$ cat config.mk
export PLATFORM = sky130hd
export DESIGN_NAME = pte_trap_entry
export DESIGN_NICKNAME = d
export VERILOG_FILES = /design/src/verilog/pte_pkg.sv /design/src/verilog/pte_trap_entry.sv
export SDC_FILE = /design/constraint.sdc
export NUM_CORES = 1
export LEC_CHECK = 0
export CORE_MARGIN = 1
export CORE_UTILIZATION = 55
export CTS_BUF_LIST = sky130_fd_sc_hd__clkbuf_4
export DETAILED_ROUTE_END_ITERATION = 16
export DONT_BUFFER_PORTS = 1
export PLACE_DENSITY = 0.82
export SYNTH_ARGS = -nofsm -noshare
export SYNTH_HDL_FRONTEND = slang
export SYNTH_SLANG_ARGS = --single-unit
export TNS_END_PERCENT = 20
$ cat constraint.sdc
create_clock -name i_core_clk -period 4 [get_ports i_core_clk]
set_clock_uncertainty 0.15 [all_clocks]
set_input_delay 0.2 -clock i_core_clk [delete_from_list [all_inputs] [get_ports i_core_clk]]
set_output_delay 0.2 -clock i_core_clk [all_outputs]
set_load 0.005 [all_outputs]
$ cat src/verilog/pte_pkg.sv
package pte_pkg;
	// register byte offsets on the plain register port
	localparam logic [7:0] OFF_MSR = 8'h00;
	localparam logic [7:0] OFF_ESR = 8'h04;
	localparam logic [7:0] OFF_EAR = 8'h08;
	localparam logic [7:0] OFF_FSR = 8'h0C;
	localparam logic [7:0] OFF_BTR = 8'h10;
	localparam logic [7:0] OFF_STK_LO = 8'h14;
	localparam logic [7:0] OFF_STK_HI = 8'h18;
	// machine status register bit positions
	localparam int MSR_IE = 1;
	localparam int MSR_BIP = 3;
	localparam int MSR_EE = 8;
	localparam int MSR_EIP = 9;
	localparam int MSR_UM = 11;
	localparam int MSR_UMS = 12;
	localparam int MSR_VM = 13;
	localparam int MSR_VMS = 14;
	localparam logic [31:0] MSR_RESET = 32'h0000_0000;
	// exception status register fields
	localparam int ESR_DS = 12;
	localparam logic [4:0] EC_IBUS = 5'h03;
	localparam logic [4:0] EC_ILLEGAL = 5'h02;
	localparam logic [4:0] EC_DBUS = 5'h04;
	localparam logic [4:0] EC_UNALIGN = 5'h01;
	localparam logic [4:0] EC_DIV = 5'h05;
	localparam logic [4:0] EC_FPU = 5'h06;
	localparam logic [4:0] EC_PRIV = 5'h07;
	localparam logic [4:0] EC_STACK = 5'h07;
	localparam logic [4:0] EC_DSTORE = 5'h10;
	localparam logic [4:0] EC_ISTORE = 5'h11;
	localparam logic [4:0] EC_DTLB = 5'h12;
	localparam logic [4:0] EC_ITLB = 5'h13;
	// float status register flag positions
	localparam int FSR_DO = 0;
	localparam int FSR_UF = 1;
	localparam int FSR_OF = 2;
	localparam int FSR_DZ = 3;
	localparam int FSR_IO = 4;
	// vector offsets and return-address register indices
	localparam logic [31:0] VEC_IRQ = 32'h0000_0010;
	localparam logic [31:0] VEC_BRK = 32'h0000_0018;
	localparam logic [31:0] VEC_EXC = 32'h0000_0020;
	localparam logic [4:0] GPR_IRQ = 5'h0E;
	localparam logic [4:0] GPR_BRK = 5'h10;
	localparam logic [4:0] GPR_EXC = 5'h11;
	// interrupt acknowledge codes
	localparam logic [1:0] ACK_NONE = 2'h0;
	localparam logic [1:0] ACK_ENTRY = 2'h1;
	localparam logic [1:0] ACK_RETURN = 2'h2;
	localparam logic [1:0] ACK_REENABLE = 2'h3;
	typedef enum logic [1:0] {ST_RUN = 2'b01, ST_HALT = 2'b10} pte_state_t;
	typedef struct packed {
		pte_state_t state;
		logic [31:0] machine_status_reg;
		logic [31:0] exception_status_reg;
		logic [31:0] exception_address_reg;
		logic [31:0] float_status_reg;
		logic [31:0] branch_target_reg;
		logic [31:0] stk_lo;
		logic [31:0] stk_hi;
		logic irq_prev;
		logic irq_pend;
		logic [1:0] ack;
		logic [31:0] rdata;
		logic redir;
		logic [31:0] redir_pc;
		logic gpr_we;
		logic [4:0] gpr_idx;
		logic [31:0] gpr_data;
		logic resv_clr;
		logic flush;
		logic sw_bkpt;
	} pte_regs_t;
endpackage

$ cat src/verilog/pte_trap_entry.sv
// Chosen here: the plain strobed port and the address map.
module pte_trap_entry #(
	parameter logic [31:0] VECTOR_BASE = 32'h0000_0000,
	parameter bit FAULT_TOLERANCE_OPTION = 1'b1,
	parameter bit IMPRECISE_OPTION = 1'b0,
	parameter bit IRQ_EDGE_SELECT = 1'b0,
	parameter bit LOW_LATENCY = 1'b0,
	parameter bit DEBUG_OPTION = 1'b1
) (
	input wire logic i_core_clk,
	input wire logic i_rst_b,
	input wire logic [7:0] i_addr,
	input wire logic [31:0] i_wdata,
	input wire logic i_wr,
	input wire logic i_rd,
	output logic [31:0] o_rdata,
	input wire logic [31:0] i_ex_pc,
	input wire logic [31:0] i_dec_pc,
	input wire logic i_in_delay_slot,
	input wire logic i_imm_prefixed,
	input wire logic [31:0] i_branch_target,
	input wire logic [31:0] i_fault_addr,
	input wire logic i_exc_ibus,
	input wire logic i_exc_illegal,
	input wire logic i_exc_dbus,
	input wire logic i_exc_ecc,
	input wire logic i_exc_unalign,
	input wire logic i_exc_div,
	input wire logic i_priv_instr,
	input wire logic i_ls_valid,
	input wire logic i_ls_base_r1,
	input wire logic [31:0] i_ls_addr,
	input wire logic i_itlb_miss,
	input wire logic i_dtlb_miss,
	input wire logic i_istore_viol,
	input wire logic i_dstore_viol,
	input wire logic i_fpu_valid,
	input wire logic i_fpu_is_div,
	input wire logic i_fpu_res_denorm,
	input wire logic i_fpu_res_nan,
	input wire logic i_fpu_a_zero,
	input wire logic i_fpu_b_inf,
	input wire logic i_fpu_snan,
	input wire logic i_fpu_bad_combo,
	input wire logic i_fpu_op_denorm,
	input wire logic i_break_request,
	input wire logic i_nonmaskable_break_request,
	input wire logic i_brki_exec,
	input wire logic [31:0] i_brki_target,
	input wire logic i_irq,
	input wire logic [31:0] i_irq_vec_addr,
	input wire logic i_return_from_interrupt,
	input wire logic i_return_from_break,
	input wire logic i_return_from_exception,
	output logic o_redirect,
	output logic [31:0] o_redirect_pc,
	output logic o_gpr_we,
	output logic [4:0] o_gpr_idx,
	output logic [31:0] o_gpr_data,
	output logic o_flush_younger,
	output logic o_reservation_clr,
	output logic o_core_fault_halt_out,
	output logic o_sw_bkpt,
	output logic [1:0] o_irq_ack,
	output logic [31:0] o_machine_status_reg
);
	pte_pkg::pte_regs_t r_ff;
	pte_pkg::pte_regs_t nxt_r;
	logic [4:0] fpu_flags;
	logic vm_on;
	logic stack_viol;
	logic exc_any;
	logic [4:0] exc_code;
	logic mmu_exc;
	logic ft_nested;
	logic brk_take;
	logic irq_req;
	logic irq_take;
	logic ecc_bus;

	// floating point flag classification of the current result
	always_comb
	begin
		fpu_flags = '0;
		fpu_flags[pte_pkg::FSR_DO] = i_fpu_valid & i_fpu_op_denorm;
		fpu_flags[pte_pkg::FSR_UF] = i_fpu_valid & i_fpu_res_denorm;
		fpu_flags[pte_pkg::FSR_OF] = i_fpu_valid & i_fpu_res_nan;
		fpu_flags[pte_pkg::FSR_DZ] = i_fpu_valid & i_fpu_is_div & i_fpu_a_zero & ~i_fpu_b_inf;
		fpu_flags[pte_pkg::FSR_IO] = i_fpu_valid & (i_fpu_snan | i_fpu_bad_combo);
	end

	// cause decode; tlb misses only count with translation switched on
	assign vm_on = r_ff.machine_status_reg[pte_pkg::MSR_VM];
	assign stack_viol = i_ls_valid & i_ls_base_r1 &
		((i_ls_addr < r_ff.stk_lo) | (i_ls_addr > r_ff.stk_hi));
	assign mmu_exc = (vm_on & (i_itlb_miss | i_dtlb_miss)) | i_istore_viol | i_dstore_viol;
	assign ecc_bus = i_exc_ecc & (i_exc_ibus | i_exc_dbus);

	// priority encoder, highest cause first
	always_comb
	begin
		exc_any = 1'b1;
		exc_code = '0;
		if (i_exc_ibus)
			exc_code = pte_pkg::EC_IBUS;
		else if (vm_on & i_itlb_miss)
			exc_code = pte_pkg::EC_ITLB;
		else if (i_istore_viol)
			exc_code = pte_pkg::EC_ISTORE;
		else if (i_exc_illegal)
			exc_code = pte_pkg::EC_ILLEGAL;
		else if (i_priv_instr & r_ff.machine_status_reg[pte_pkg::MSR_UM])
			exc_code = pte_pkg::EC_PRIV;
		else if (stack_viol)
			exc_code = pte_pkg::EC_STACK;
		else if (vm_on & i_dtlb_miss)
			exc_code = pte_pkg::EC_DTLB;
		else if (i_dstore_viol)
			exc_code = pte_pkg::EC_DSTORE;
		else if (i_exc_unalign)
			exc_code = pte_pkg::EC_UNALIGN;
		else if (i_exc_dbus)
			exc_code = pte_pkg::EC_DBUS;
		else if (i_exc_div)
			exc_code = pte_pkg::EC_DIV;
		else if (|fpu_flags)
			exc_code = pte_pkg::EC_FPU;
		else
			exc_any = 1'b0;
	end

	// a bus or opcode fault inside a running exception handler cannot be recovered
	assign ft_nested = FAULT_TOLERANCE_OPTION & (i_exc_ibus | i_exc_illegal | i_exc_dbus) &
		r_ff.machine_status_reg[pte_pkg::MSR_EIP] & ~r_ff.machine_status_reg[pte_pkg::MSR_EE];

	// break acceptance; the nonmaskable request ignores every status bit
	assign brk_take = i_nonmaskable_break_request |
		(i_break_request & ~r_ff.machine_status_reg[pte_pkg::MSR_BIP] & ~r_ff.machine_status_reg[pte_pkg::MSR_EIP]);

	// interrupt request: latched edge or the raw level
	assign irq_req = IRQ_EDGE_SELECT ? r_ff.irq_pend : i_irq;
	assign irq_take = irq_req & r_ff.machine_status_reg[pte_pkg::MSR_IE] &
		~r_ff.machine_status_reg[pte_pkg::MSR_BIP] & ~r_ff.machine_status_reg[pte_pkg::MSR_EIP];

	// next-state logic for the whole block
	always_comb
	begin
		nxt_r = r_ff;
		nxt_r.redir = 1'b0;
		nxt_r.gpr_we = 1'b0;
		nxt_r.resv_clr = 1'b0;
		nxt_r.flush = 1'b0;
		nxt_r.sw_bkpt = 1'b0;
		nxt_r.ack = pte_pkg::ACK_NONE;
		nxt_r.rdata = '0;
		// edge detector: previous sample against the present input
		nxt_r.irq_prev = i_irq;
		// register reads answer one cycle later, unmapped reads zero
		if (i_rd)
		begin
			case (i_addr)
				pte_pkg::OFF_MSR: nxt_r.rdata = r_ff.machine_status_reg;
				pte_pkg::OFF_ESR: nxt_r.rdata = r_ff.exception_status_reg;
				pte_pkg::OFF_EAR: nxt_r.rdata = r_ff.exception_address_reg;
				pte_pkg::OFF_FSR: nxt_r.rdata = r_ff.float_status_reg;
				pte_pkg::OFF_BTR: nxt_r.rdata = r_ff.branch_target_reg;
				pte_pkg::OFF_STK_LO: nxt_r.rdata = r_ff.stk_lo;
				pte_pkg::OFF_STK_HI: nxt_r.rdata = r_ff.stk_hi;
				default: nxt_r.rdata = '0;
			endcase
		end
		// software writes come first so that trap entry overrides them
		if (i_wr)
		begin
			case (i_addr)
				pte_pkg::OFF_MSR: nxt_r.machine_status_reg = i_wdata;
				pte_pkg::OFF_ESR: nxt_r.exception_status_reg = i_wdata;
				pte_pkg::OFF_EAR: nxt_r.exception_address_reg = i_wdata;
				pte_pkg::OFF_FSR: nxt_r.float_status_reg = i_wdata;
				pte_pkg::OFF_BTR: nxt_r.branch_target_reg = i_wdata;
				pte_pkg::OFF_STK_LO: nxt_r.stk_lo = i_wdata;
				pte_pkg::OFF_STK_HI: nxt_r.stk_hi = i_wdata;
				default: nxt_r.rdata = nxt_r.rdata;
			endcase
		end
		case (r_ff.state)
			pte_pkg::ST_RUN:
			begin
				// return instructions restore the saved mode bits
				if (i_return_from_interrupt)
					nxt_r.machine_status_reg[pte_pkg::MSR_IE] = 1'b1;
				if (i_return_from_break)
					nxt_r.machine_status_reg[pte_pkg::MSR_BIP] = 1'b0;
				if (i_return_from_exception)
				begin
					nxt_r.machine_status_reg[pte_pkg::MSR_EE] = 1'b1;
					nxt_r.machine_status_reg[pte_pkg::MSR_EIP] = 1'b0;
				end
				if (i_return_from_interrupt | i_return_from_break | i_return_from_exception)
				begin
					nxt_r.machine_status_reg[pte_pkg::MSR_UM] = r_ff.machine_status_reg[pte_pkg::MSR_UMS];
					nxt_r.machine_status_reg[pte_pkg::MSR_VM] = r_ff.machine_status_reg[pte_pkg::MSR_VMS];
				end
				if (DEBUG_OPTION & i_brki_exec & (i_brki_target == pte_pkg::VEC_BRK))
					nxt_r.sw_bkpt = 1'b1;
				if (ft_nested)
					nxt_r.state = pte_pkg::ST_HALT;
				else if (exc_any | brk_take | irq_take)
				begin
					// every entry saves and clears the mode bits
					nxt_r.machine_status_reg[pte_pkg::MSR_UMS] = r_ff.machine_status_reg[pte_pkg::MSR_UM];
					nxt_r.machine_status_reg[pte_pkg::MSR_VMS] = r_ff.machine_status_reg[pte_pkg::MSR_VM];
					nxt_r.machine_status_reg[pte_pkg::MSR_UM] = 1'b0;
					nxt_r.machine_status_reg[pte_pkg::MSR_VM] = 1'b0;
					nxt_r.resv_clr = 1'b1;
					nxt_r.redir = 1'b1;
					nxt_r.gpr_we = 1'b1;
					if (exc_any)
					begin
						// hardware exception; the execute-stage instruction dies
						nxt_r.redir_pc = VECTOR_BASE + pte_pkg::VEC_EXC;
						nxt_r.machine_status_reg[pte_pkg::MSR_EE] = 1'b0;
						nxt_r.machine_status_reg[pte_pkg::MSR_EIP] = 1'b1;
						nxt_r.exception_status_reg = {19'h0_0000, i_in_delay_slot, 7'h00, exc_code};
						nxt_r.exception_address_reg = i_fault_addr;
						nxt_r.float_status_reg = (exc_code == pte_pkg::EC_FPU) ?
							{27'h000_0000, fpu_flags} : r_ff.float_status_reg;
						// ecc bus faults may skip the flush to keep fmax up
						nxt_r.flush = ~(IMPRECISE_OPTION & ecc_bus);
						nxt_r.gpr_idx = pte_pkg::GPR_EXC;
						if (i_in_delay_slot)
						begin
							nxt_r.branch_target_reg = i_branch_target;
							nxt_r.gpr_data = i_imm_prefixed ? i_ex_pc - 32'h0000_0008 :
								i_ex_pc - 32'h0000_0004;
						end
						else if (mmu_exc)
							nxt_r.gpr_data = i_imm_prefixed ? i_ex_pc - 32'h0000_0004 :
								i_ex_pc;
						else
							nxt_r.gpr_data = i_ex_pc + 32'h0000_0004;
					end
					else if (brk_take)
					begin
						// execute stage completes, decode slot becomes the branch
						nxt_r.redir_pc = VECTOR_BASE + pte_pkg::VEC_BRK;
						nxt_r.gpr_idx = pte_pkg::GPR_BRK;
						nxt_r.gpr_data = i_dec_pc;
						nxt_r.machine_status_reg[pte_pkg::MSR_BIP] = 1'b1;
					end
					else
					begin
						nxt_r.redir_pc = LOW_LATENCY ? i_irq_vec_addr :
							VECTOR_BASE + pte_pkg::VEC_IRQ;
						nxt_r.gpr_idx = pte_pkg::GPR_IRQ;
						nxt_r.gpr_data = i_dec_pc;
						nxt_r.machine_status_reg[pte_pkg::MSR_IE] = 1'b0;
					end
				end
			end
			pte_pkg::ST_HALT:
				nxt_r.state = pte_pkg::ST_HALT; // only reset leaves the halt
			default:
				nxt_r.state = pte_pkg::ST_HALT;
		endcase
		// pending edge: a new edge wins over the clear by the taken interrupt
		if (r_ff.state == pte_pkg::ST_RUN && irq_take && !brk_take && !exc_any && !ft_nested)
			nxt_r.irq_pend = 1'b0;
		if (i_irq & ~r_ff.irq_prev)
			nxt_r.irq_pend = 1'b1;
		// acknowledge codes go to the controller only in low-latency mode
		if (LOW_LATENCY && r_ff.state == pte_pkg::ST_RUN)
		begin
			if (nxt_r.redir && nxt_r.gpr_idx == pte_pkg::GPR_IRQ)
				nxt_r.ack = pte_pkg::ACK_ENTRY;
			else if (i_return_from_interrupt)
				nxt_r.ack = pte_pkg::ACK_RETURN;
			else if (!r_ff.machine_status_reg[pte_pkg::MSR_IE] && nxt_r.machine_status_reg[pte_pkg::MSR_IE])
				nxt_r.ack = pte_pkg::ACK_REENABLE;
		end
	end

	// single state register; synchronous active-low reset
	always_ff @(posedge i_core_clk)
	begin
		if (!i_rst_b)
		begin
			r_ff <= '0;
			r_ff.state <= pte_pkg::ST_RUN;
			r_ff.machine_status_reg <= pte_pkg::MSR_RESET;
		end
		else
			r_ff <= nxt_r;
	end

	assign o_rdata = r_ff.rdata;
	assign o_redirect = r_ff.redir;
	assign o_redirect_pc = r_ff.redir_pc;
	assign o_gpr_we = r_ff.gpr_we;
	assign o_gpr_idx = r_ff.gpr_idx;
	assign o_gpr_data = r_ff.gpr_data;
	assign o_flush_younger = r_ff.flush;
	assign o_reservation_clr = r_ff.resv_clr;
	assign o_core_fault_halt_out = (r_ff.state == pte_pkg::ST_HALT);
	assign o_sw_bkpt = r_ff.sw_bkpt;
	assign o_irq_ack = r_ff.ack;
	assign o_machine_status_reg = r_ff.machine_status_reg;

	// checks on the block's own behaviour
	property p_exc_vector;
		@(posedge i_core_clk) disable iff (!i_rst_b)
		(r_ff.state == pte_pkg::ST_RUN && exc_any && !ft_nested) |=>
			o_redirect && o_redirect_pc == VECTOR_BASE + pte_pkg::VEC_EXC &&
			o_machine_status_reg[pte_pkg::MSR_EIP] && !o_machine_status_reg[pte_pkg::MSR_EE];
	endproperty
	a_exc_vector: assert property (p_exc_vector)
		else $error("exception entry vector or status wrong");

	property p_halt;
		@(posedge i_core_clk) disable iff (!i_rst_b)
		(r_ff.state == pte_pkg::ST_RUN && ft_nested) |=> o_core_fault_halt_out [*3];
	endproperty
	a_halt: assert property (p_halt)
		else $error("nested fault did not halt");

	property p_brk_entry;
		@(posedge i_core_clk) disable iff (!i_rst_b)
		(r_ff.state == pte_pkg::ST_RUN && brk_take && !exc_any && !ft_nested) |=>
			o_gpr_idx == pte_pkg::GPR_BRK && o_gpr_data == $past(i_dec_pc) &&
			o_machine_status_reg[pte_pkg::MSR_BIP];
	endproperty
	a_brk_entry: assert property (p_brk_entry)
		else $error("break entry did not save decode pc");

	property p_mask_brk;
		@(posedge i_core_clk) disable iff (!i_rst_b)
		(r_ff.machine_status_reg[pte_pkg::MSR_BIP] && !i_nonmaskable_break_request && !exc_any && !irq_take)
			|=> !o_redirect;
	endproperty
	a_mask_brk: assert property (p_mask_brk)
		else $error("maskable break taken during break");

	property p_irq_block;
		@(posedge i_core_clk) disable iff (!i_rst_b)
		(r_ff.machine_status_reg[pte_pkg::MSR_EIP] || r_ff.machine_status_reg[pte_pkg::MSR_BIP]) |=>
			!(o_redirect && o_gpr_idx == pte_pkg::GPR_IRQ);
	endproperty
	a_irq_block: assert property (p_irq_block)
		else $error("interrupt taken while break or exception active");

	property p_irq_entry;
		@(posedge i_core_clk) disable iff (!i_rst_b)
		(o_redirect && o_gpr_idx == pte_pkg::GPR_IRQ) |->
			!o_machine_status_reg[pte_pkg::MSR_IE] && $past(r_ff.machine_status_reg[pte_pkg::MSR_IE]);
	endproperty
	a_irq_entry: assert property (p_irq_entry)
		else $error("interrupt entry without ie or ie left set");

	property p_ack_pulse;
		@(posedge i_core_clk) disable iff (!i_rst_b)
		(o_irq_ack != pte_pkg::ACK_NONE) |=> o_irq_ack != $past(o_irq_ack);
	endproperty
	a_ack_pulse: assert property (p_ack_pulse)
		else $error("acknowledge code held without cause");

	property p_edge_latch;
		@(posedge i_core_clk) disable iff (!i_rst_b)
		(i_irq && !r_ff.irq_prev) |=> r_ff.irq_pend;
	endproperty
	a_edge_latch: assert property (p_edge_latch)
		else $error("rising interrupt edge not latched");

	property p_mode_clear;
		@(posedge i_core_clk) disable iff (!i_rst_b)
		o_redirect |-> o_reservation_clr && !o_machine_status_reg[pte_pkg::MSR_UM] &&
			o_machine_status_reg[pte_pkg::MSR_UMS] == $past(r_ff.machine_status_reg[pte_pkg::MSR_UM]);
	endproperty
	a_mode_clear: assert property (p_mode_clear)
		else $error("entry did not save and clear mode bits");
endmodule

Yosys cells after proc, flatten, opt, wreduce, memory -nomap -nowiden
Cells that the tools add are included.
{"block": "op_classes", "n_addsub": 3, "n_lt_le_gt_ge": 2, "n_eq_ne": 12, "muxes": 74, "bitwise": 41, "reduce_logical": 10}
{"operator": "two-way mux 128 bit", "n": 4}
{"operator": "two-way mux 32 bit", "n": 12}
{"operator": "case mux 32 bit (7 select lines)", "n": 1}
{"operator": "two-way mux 207 bit", "n": 1}
{"operator": "two-way mux 37 bit", "n": 2}
{"operator": "two-way mux 73 bit", "n": 1}
{"operator": "two-way mux 5 bit", "n": 8}
{"operator": "adder 32 x 3 -> 32 bit (second input constant)", "n": 1}
{"operator": "equality test 32 x 5 -> 1 bit (second input constant)", "n": 1}
{"operator": "> comparator 32 bit", "n": 1}
{"operator": "less-than comparator 32 bit", "n": 1}
{"operator": "subtractor 32 x 3 -> 32 bit (second input constant)", "n": 1}
{"operator": "subtractor 32 x 4 -> 32 bit (second input constant)", "n": 1}
{"operator": "two-way mux 1 bit", "n": 28}
{"operator": "equality test 8 x 5 -> 1 bit (second input constant)", "n": 3}
{"operator": "AND 1 bit", "n": 21}
{"operator": "equality test 8 x 4 -> 1 bit (second input constant)", "n": 2}
{"operator": "two-way mux 4 bit", "n": 4}
{"operator": "two-way mux 15 bit", "n": 1}
{"operator": "two-way mux 2 bit", "n": 7}
{"operator": "two-way mux 3 bit", "n": 4}
{"operator": "OR 1 bit", "n": 12}
{"operator": "AND reduction 2 bit", "n": 5}
{"operator": "equality test 8 x 3 -> 1 bit (second input constant)", "n": 1}
{"operator": "other kinds (12)", "n": 19}
{"block": "word_totals", "reg_bits": 332, "input_bits": 299, "out_inout_bits": 141}

Depth between registers and ports, before layout
{"block": "logic_depth", "depth_word": 22, "mapped_depth": 13, "ltp_nobuf": 10}

Worst setup path after synthesis
Ideal clock, no wire load.
{"block": "synth_timing", "path_kind": "reg-to-reg", "start": "reg r_ff[156] (netlist name)", "end": "reg r_ff[209] (netlist name)", "setup_time_ns": 0.116, "arrival_time_ns": 2.660, "path_slack_ns": 1.074, "stages_incl_launch_ff": 12, "n_path_buf": 1, "path_cell_list": "dfxtp_1 > inv_1 > ha_1 > nand4_1 > or4_1 > a221oi_1 > or4_1 > a31o_4 > and3b_1 > clkbuf_2 > mux2_2 > o211a_1"}
{"block": "synth_via", "elab_chain_len": 14}
{"element": "start, declared", "line_no": "pte_trap_entry.sv:67", "rtl": "pte_pkg::pte_regs_t r_ff;"}
{"element": "start signal, assigned", "line_no": "pte_trap_entry.sv:293", "rtl": "r_ff <= nxt_r;"}
{"element": "less-than comparator 32 bit *", "line_no": "pte_trap_entry.sv:95", "rtl": "((i_ls_addr < r_ff.stk_lo) | (i_ls_addr > r_ff.stk_hi));"}
{"element": "OR 1 bit *", "line_no": "pte_trap_entry.sv:95"}
{"element": "AND 1 bit *", "line_no": "pte_trap_entry.sv:94", "rtl": "assign stack_viol = i_ls_valid & i_ls_base_r1 &"}
{"element": "two-way mux 1 bit", "line_no": "pte_trap_entry.sv:114", "rtl": "else if (stack_viol)"}
{"element": "two-way mux 1 bit", "line_no": "pte_trap_entry.sv:112", "rtl": "else if (i_priv_instr & r_ff.machine_status_reg[pte_pkg::MSR_UM])"}
{"element": "two-way mux 1 bit", "line_no": "pte_trap_entry.sv:110", "rtl": "else if (i_exc_illegal)"}
{"element": "two-way mux 1 bit", "line_no": "pte_trap_entry.sv:108", "rtl": "else if (i_istore_viol)"}
{"element": "two-way mux 1 bit", "line_no": "pte_trap_entry.sv:106", "rtl": "else if (vm_on & i_itlb_miss)"}
{"element": "two-way mux 1 bit", "line_no": "pte_trap_entry.sv:104", "rtl": "if (i_exc_ibus)"}
{"element": "OR 1 bit (2 in series)", "line_no": "pte_trap_entry.sv:208", "rtl": "else if (exc_any | brk_take | irq_take)"}
{"element": "two-way mux 128 bit", "line_no": "pte_trap_entry.sv:208"}
{"element": "two-way mux 128 bit", "line_no": "pte_trap_entry.sv:206", "rtl": "if (ft_nested)"}
{"element": "two-way mux 128 bit", "line_no": "pte_trap_entry.sv:186", "rtl": "case (r_ff.state)"}
Mark *: on every way between the ends. The rest lies on a longest branch, timed or not.
A chain may end at the register's enable or synchronous reset.

Final worst setup path
{"block": "layout_timing", "start": "reg r_ff[123] (netlist name)", "end": "reg r_ff[184] (netlist name)"}
{"block": "layout_via", "elab_chain_len": 14}
{"element": "> comparator 32 bit *", "line_no": "pte_trap_entry.sv:95"}
{"element": "OR 1 bit *", "line_no": "pte_trap_entry.sv:95"}
{"element": "AND 1 bit *", "line_no": "pte_trap_entry.sv:94"}
{"element": "two-way mux 1 bit *", "line_no": "pte_trap_entry.sv:114"}
{"element": "two-way mux 1 bit *", "line_no": "pte_trap_entry.sv:112"}
{"element": "two-way mux 1 bit *", "line_no": "pte_trap_entry.sv:110"}
{"element": "two-way mux 1 bit *", "line_no": "pte_trap_entry.sv:108"}
{"element": "two-way mux 1 bit *", "line_no": "pte_trap_entry.sv:106"}
{"element": "two-way mux 1 bit *", "line_no": "pte_trap_entry.sv:104"}
{"element": "OR 1 bit (2 in series)", "line_no": "pte_trap_entry.sv:208"}
{"element": "two-way mux 128 bit *", "line_no": "pte_trap_entry.sv:208"}
{"element": "two-way mux 128 bit *", "line_no": "pte_trap_entry.sv:206"}
{"element": "two-way mux 128 bit *", "line_no": "pte_trap_entry.sv:186"}
Marks and branches as above.

==> reports/metrics.json <==
{
  "outcome": {
    "outcome": "finished, final reports clean"
  },
  "final_layout": {
    "largest_register_ffs": 194,
    "registers.top_by_ff_count": "r_ff",
    "final_cell_mix": "sky130_fd_sc_hd__nand2_1, sky130_fd_sc_hd__dfxtp_1, sky130_fd_sc_hd__dlygate4sd3_1",
    "n_fill_cell": 2538,
    "nets": 2743,
    "synthToLayoutAreaGrowth_pct": 18.1,
    "layout.cells.most_common": "sky130_fd_sc_hd__nand2_1",
    "post_route_cells_drive_above_1_share_pct": 9.39
  },
  "worst_setup_path": {
    "worst-endpoint-required_ps": 4470,
    "path_class": "flip-flop to flip-flop",
    "critical_path_peak_fanout": 32,
    "crit_path_capture_type": "flip-flop",
    "start_kind": "flip-flop",
    "critical_path_arrival_ps": 4430
  },
  "synthesis": {
    "postSynthCellCount": 2252,
    "synthesis.yosys.warnings": 0,
    "synth_sequential_area_ratio_pct": 33.7,
    "post_synth_instance_area_um2": 17700,
    "synth_enable_flop_cells": 0,
    "ys.flop_type": "sky130_fd_sc_hd__dfxtp_1",
    "syn_avg_cell_area_um2": 7.86,
    "post_synth_num_cell_types": 80,
    "synth_top_cells_by_area": "sky130_fd_sc_hd__dfxtp_1, sky130_fd_sc_hd__nand2_1, sky130_fd_sc_hd__buf_4",
    "proportion_of_register_bits_with_asynchronous_set_or_reset_after_synthesis_pct": 0,
    "post-synth-top-area-cell": "sky130_fd_sc_hd__dfxtp_1",
    "synth_top_cell_area_share_pct": 33.7,
    "number_of_synthesized_register_bits": 298
  },
  "cts": {
    "insertion_delay_ps": 780,
    "clock_path_buffers": 3,
    "cts.root.buffer_cell": "sky130_fd_sc_hd__clkbuf_4",
    "htree_num_levels": 3,
    "clkSlewWorstSetupHoldPaths_ps": 60,
    "sink_count_of_the_clock_tree": 298,
    "cts_tree": "yes",
    "cts_buffers": 80
  },
  "floorplanning": {
    "ioPinCount": 440,
    "floorplan.core_area_um2": 31600,
    "die_h_um": 181,
    "fp.dieW_um": 181,
    "start_util_pct": 55.9,
    "core.rowCount": 65,
    "floorplan.die_area_um2": 32900
  },
  "sta": {
    "timing.max_slew.rel_slack_pct": 10.2,
    "setup-violations-final": 0,
    "period_needed_ps": 3960,
    "worst_slew_pin_slew_ps": 1340,
    "setup_tns_ps": 0,
    "final_max_slew_viol_count": 0,
    "timing.fmax_ghz": 0.253,
    "final.period_utilization_pct": 99.0,
    "timing_hold_violations_final": 0,
    "timing.hold.ws_ps": 66.2
  },
  "route": {
    "drt_first_iter_violations": 3072,
    "wl_per_cell_um": 24.4,
    "detailroute.via_count": 19300,
    "totalWireLength_um": 69200,
    "drt-vias-per-instance": 6.81,
    "drtAntennaViolNets": 0,
    "drt_first_pass_iters": 12,
    "remaining_drc_errors": 0
  },
  "placed_design": {
    "detailed_place_hpwl_um": 43800,
    "finalWeightedCongestion": 0.932,
    "io_buffers": 0
  },
  "global_route": {
    "grt_start_max_net_pins": 130,
    "globalRoute.totalOverflow": 0,
    "globalRouteTotalUtil_pct": 40.2,
    "number_of_antenna_violations_at_the_first_check_in_global_routing": 11,
    "grt_pass1_wl_um": 104000,
    "via_count_of_the_first_global_routing_pass": 18500
  },
  "power_and_ir_drop": {
    "pwr_density_cell_nw_per_um2": 359,
    "leakagePower_nw": 7.39,
    "vdd_ir_drop_max_mv": 0.184,
    "finalPower_mw": 7.51
  },
  "flow_run": {
    "cap_violations": 0
  },
  "worst_hold_path": {
    "worstHoldPathType": "input pin to flip-flop"
  }
}
==> layer usage <==
metal | up-vias | part of all wire, % | track usage, %
met3 | 328 | 14 | 12.2
met2 | 1679 | 44 | 63.5
li1 | 8372 | - | -
met4 | 10 | 5.3 | 21.5
met1 | 8914 | 36 | 49.0
met5 | - | 0.092 | 0
==> kinds of logic after synthesis <==
kind of cell	after synthesis	synth area share, %
xor gates and xnor gates	31	1.53
buffers and inverters	418	12.5
and+or+nand+nor	776	20.0
other	1	0.0212
AOI/OAI and AO/OA	636	25.9
adders and majority gates	68	4.81
DFF	298	33.7
muxes	24	1.44
==> metrics by stage <==
| step | worst slack (ps) | utilization (%) | instance area [um^2] | instances |
|---|---|---|---|---|
| finish | 39.8 | 66.1 | 20900 | 2835 |
| global route | -7.32 | 66.0 | 20900 | 2833 |
| floorplan | 1070 | - | 17800 | 2282 |
| CTS | 19.3 | 65.5 | 20700 | 2819 |
| global placement | 522 | 53.3 | 16900 | 2398 |
| detailed placement | 479 | 53.3 | 16900 | 2398 |
==> worst max-delay path, stage by stage (launching register included) <==
cell,delay (ps)
sky130_fd_sc_hd__dfxtp_1,370
sky130_fd_sc_hd__inv_1,60
sky130_fd_sc_hd__ha_1,290
sky130_fd_sc_hd__nand4_1,180
sky130_fd_sc_hd__nor3_2,120
sky130_fd_sc_hd__a21boi_0,150
sky130_fd_sc_hd__or4_1,460
sky130_fd_sc_hd__o21ai_2,500
sky130_fd_sc_hd__and3_4,390
sky130_fd_sc_hd__buf_12,210
sky130_fd_sc_hd__o311ai_0,160
sky130_fd_sc_hd__o311a_1,190
sky130_fd_sc_hd__dlygate4sd3_1,570
==> cells in the mapped netlist (all sizes together), types with 4 or more instances <==
| cell | n |
|---|---|
| nor3 | 93 |
| o21ai | 70 |
| dfxtp | 298 |
| o211a | 6 |
| a21oi | 198 |
| a221oi | 38 |
| o311a | 34 |
| mux2 | 11 |
| nor3b | 5 |
| and2 | 11 |
| xor2 | 11 |
| a311oi | 37 |
| nand4 | 18 |
| clkbuf | 166 |
| mux2i | 13 |
| o21a | 5 |
| a21o | 31 |
| o22ai | 4 |
| a22oi | 31 |
| o31ai | 4 |
| a211oi | 10 |
| and4 | 4 |
| nand2 | 399 |
| o32ai | 7 |
| nor4 | 22 |
| or2 | 4 |
| a221o | 27 |
| nor2 | 43 |
| or4 | 8 |
| a22o | 27 |
| buf | 169 |
| xnor2 | 20 |
| o211ai | 5 |
| o311ai | 33 |
| and3 | 9 |
| a222oi | 32 |
| inv | 82 |
| ha | 68 |
| nor2b | 10 |
| a32oi | 4 |
| a31oi | 10 |
| nand3 | 136 |
==> what timing repair did <==
item / 4_1_cts / 5_1_grt
hold buffers: 288 / 0
setup endpoints to repair: 0 / 46
resized for setup: 0 / 14
hold endpoints to repair: 298 / 0
buffers inserted: 0 / 9
==> cell type report <==
class,count,area (um^2),area share (%)
Timing Repair Buffer,347,3450,16.5
Clock buffer,114,856,4.10
Tap cell,402,503,2.41
Inverter,83,314,1.50
Antenna cell,6,15.0,0.0719
Clock inverter,19,75.1,0.359
Multi-Input combinational cell,1566,9720,46.5
Sequential cell,298,5970,28.5
==> worst paths after layout <==
| check | from | end | slack [ps] | cells past startpoint |
|---|---|---|---|---|
| hold / removal | i_brki_target[1] | o_sw_bkpt | 70 | 4 |
| setup / recovery | r_ff[123] | r_ff[184] | 40 | 12 |
| hold reg to reg | r_ff[297] | r_ff[297] | 310 | 2 |
| setup reg to reg | r_ff[123] | r_ff[184] | 40 | 12 |
==> report_power, final <==
part / leakage [nW] / total (mW) / switching [mW] / internal, mW
combinational: 4.40 / 1.51 / 0.863 / 0.643
sequential: 2.42 / 3.37 / 0.186 / 3.18
clock: 0.569 / 2.64 / 1.34 / 1.30
Power figures use the tool's default switching activity.
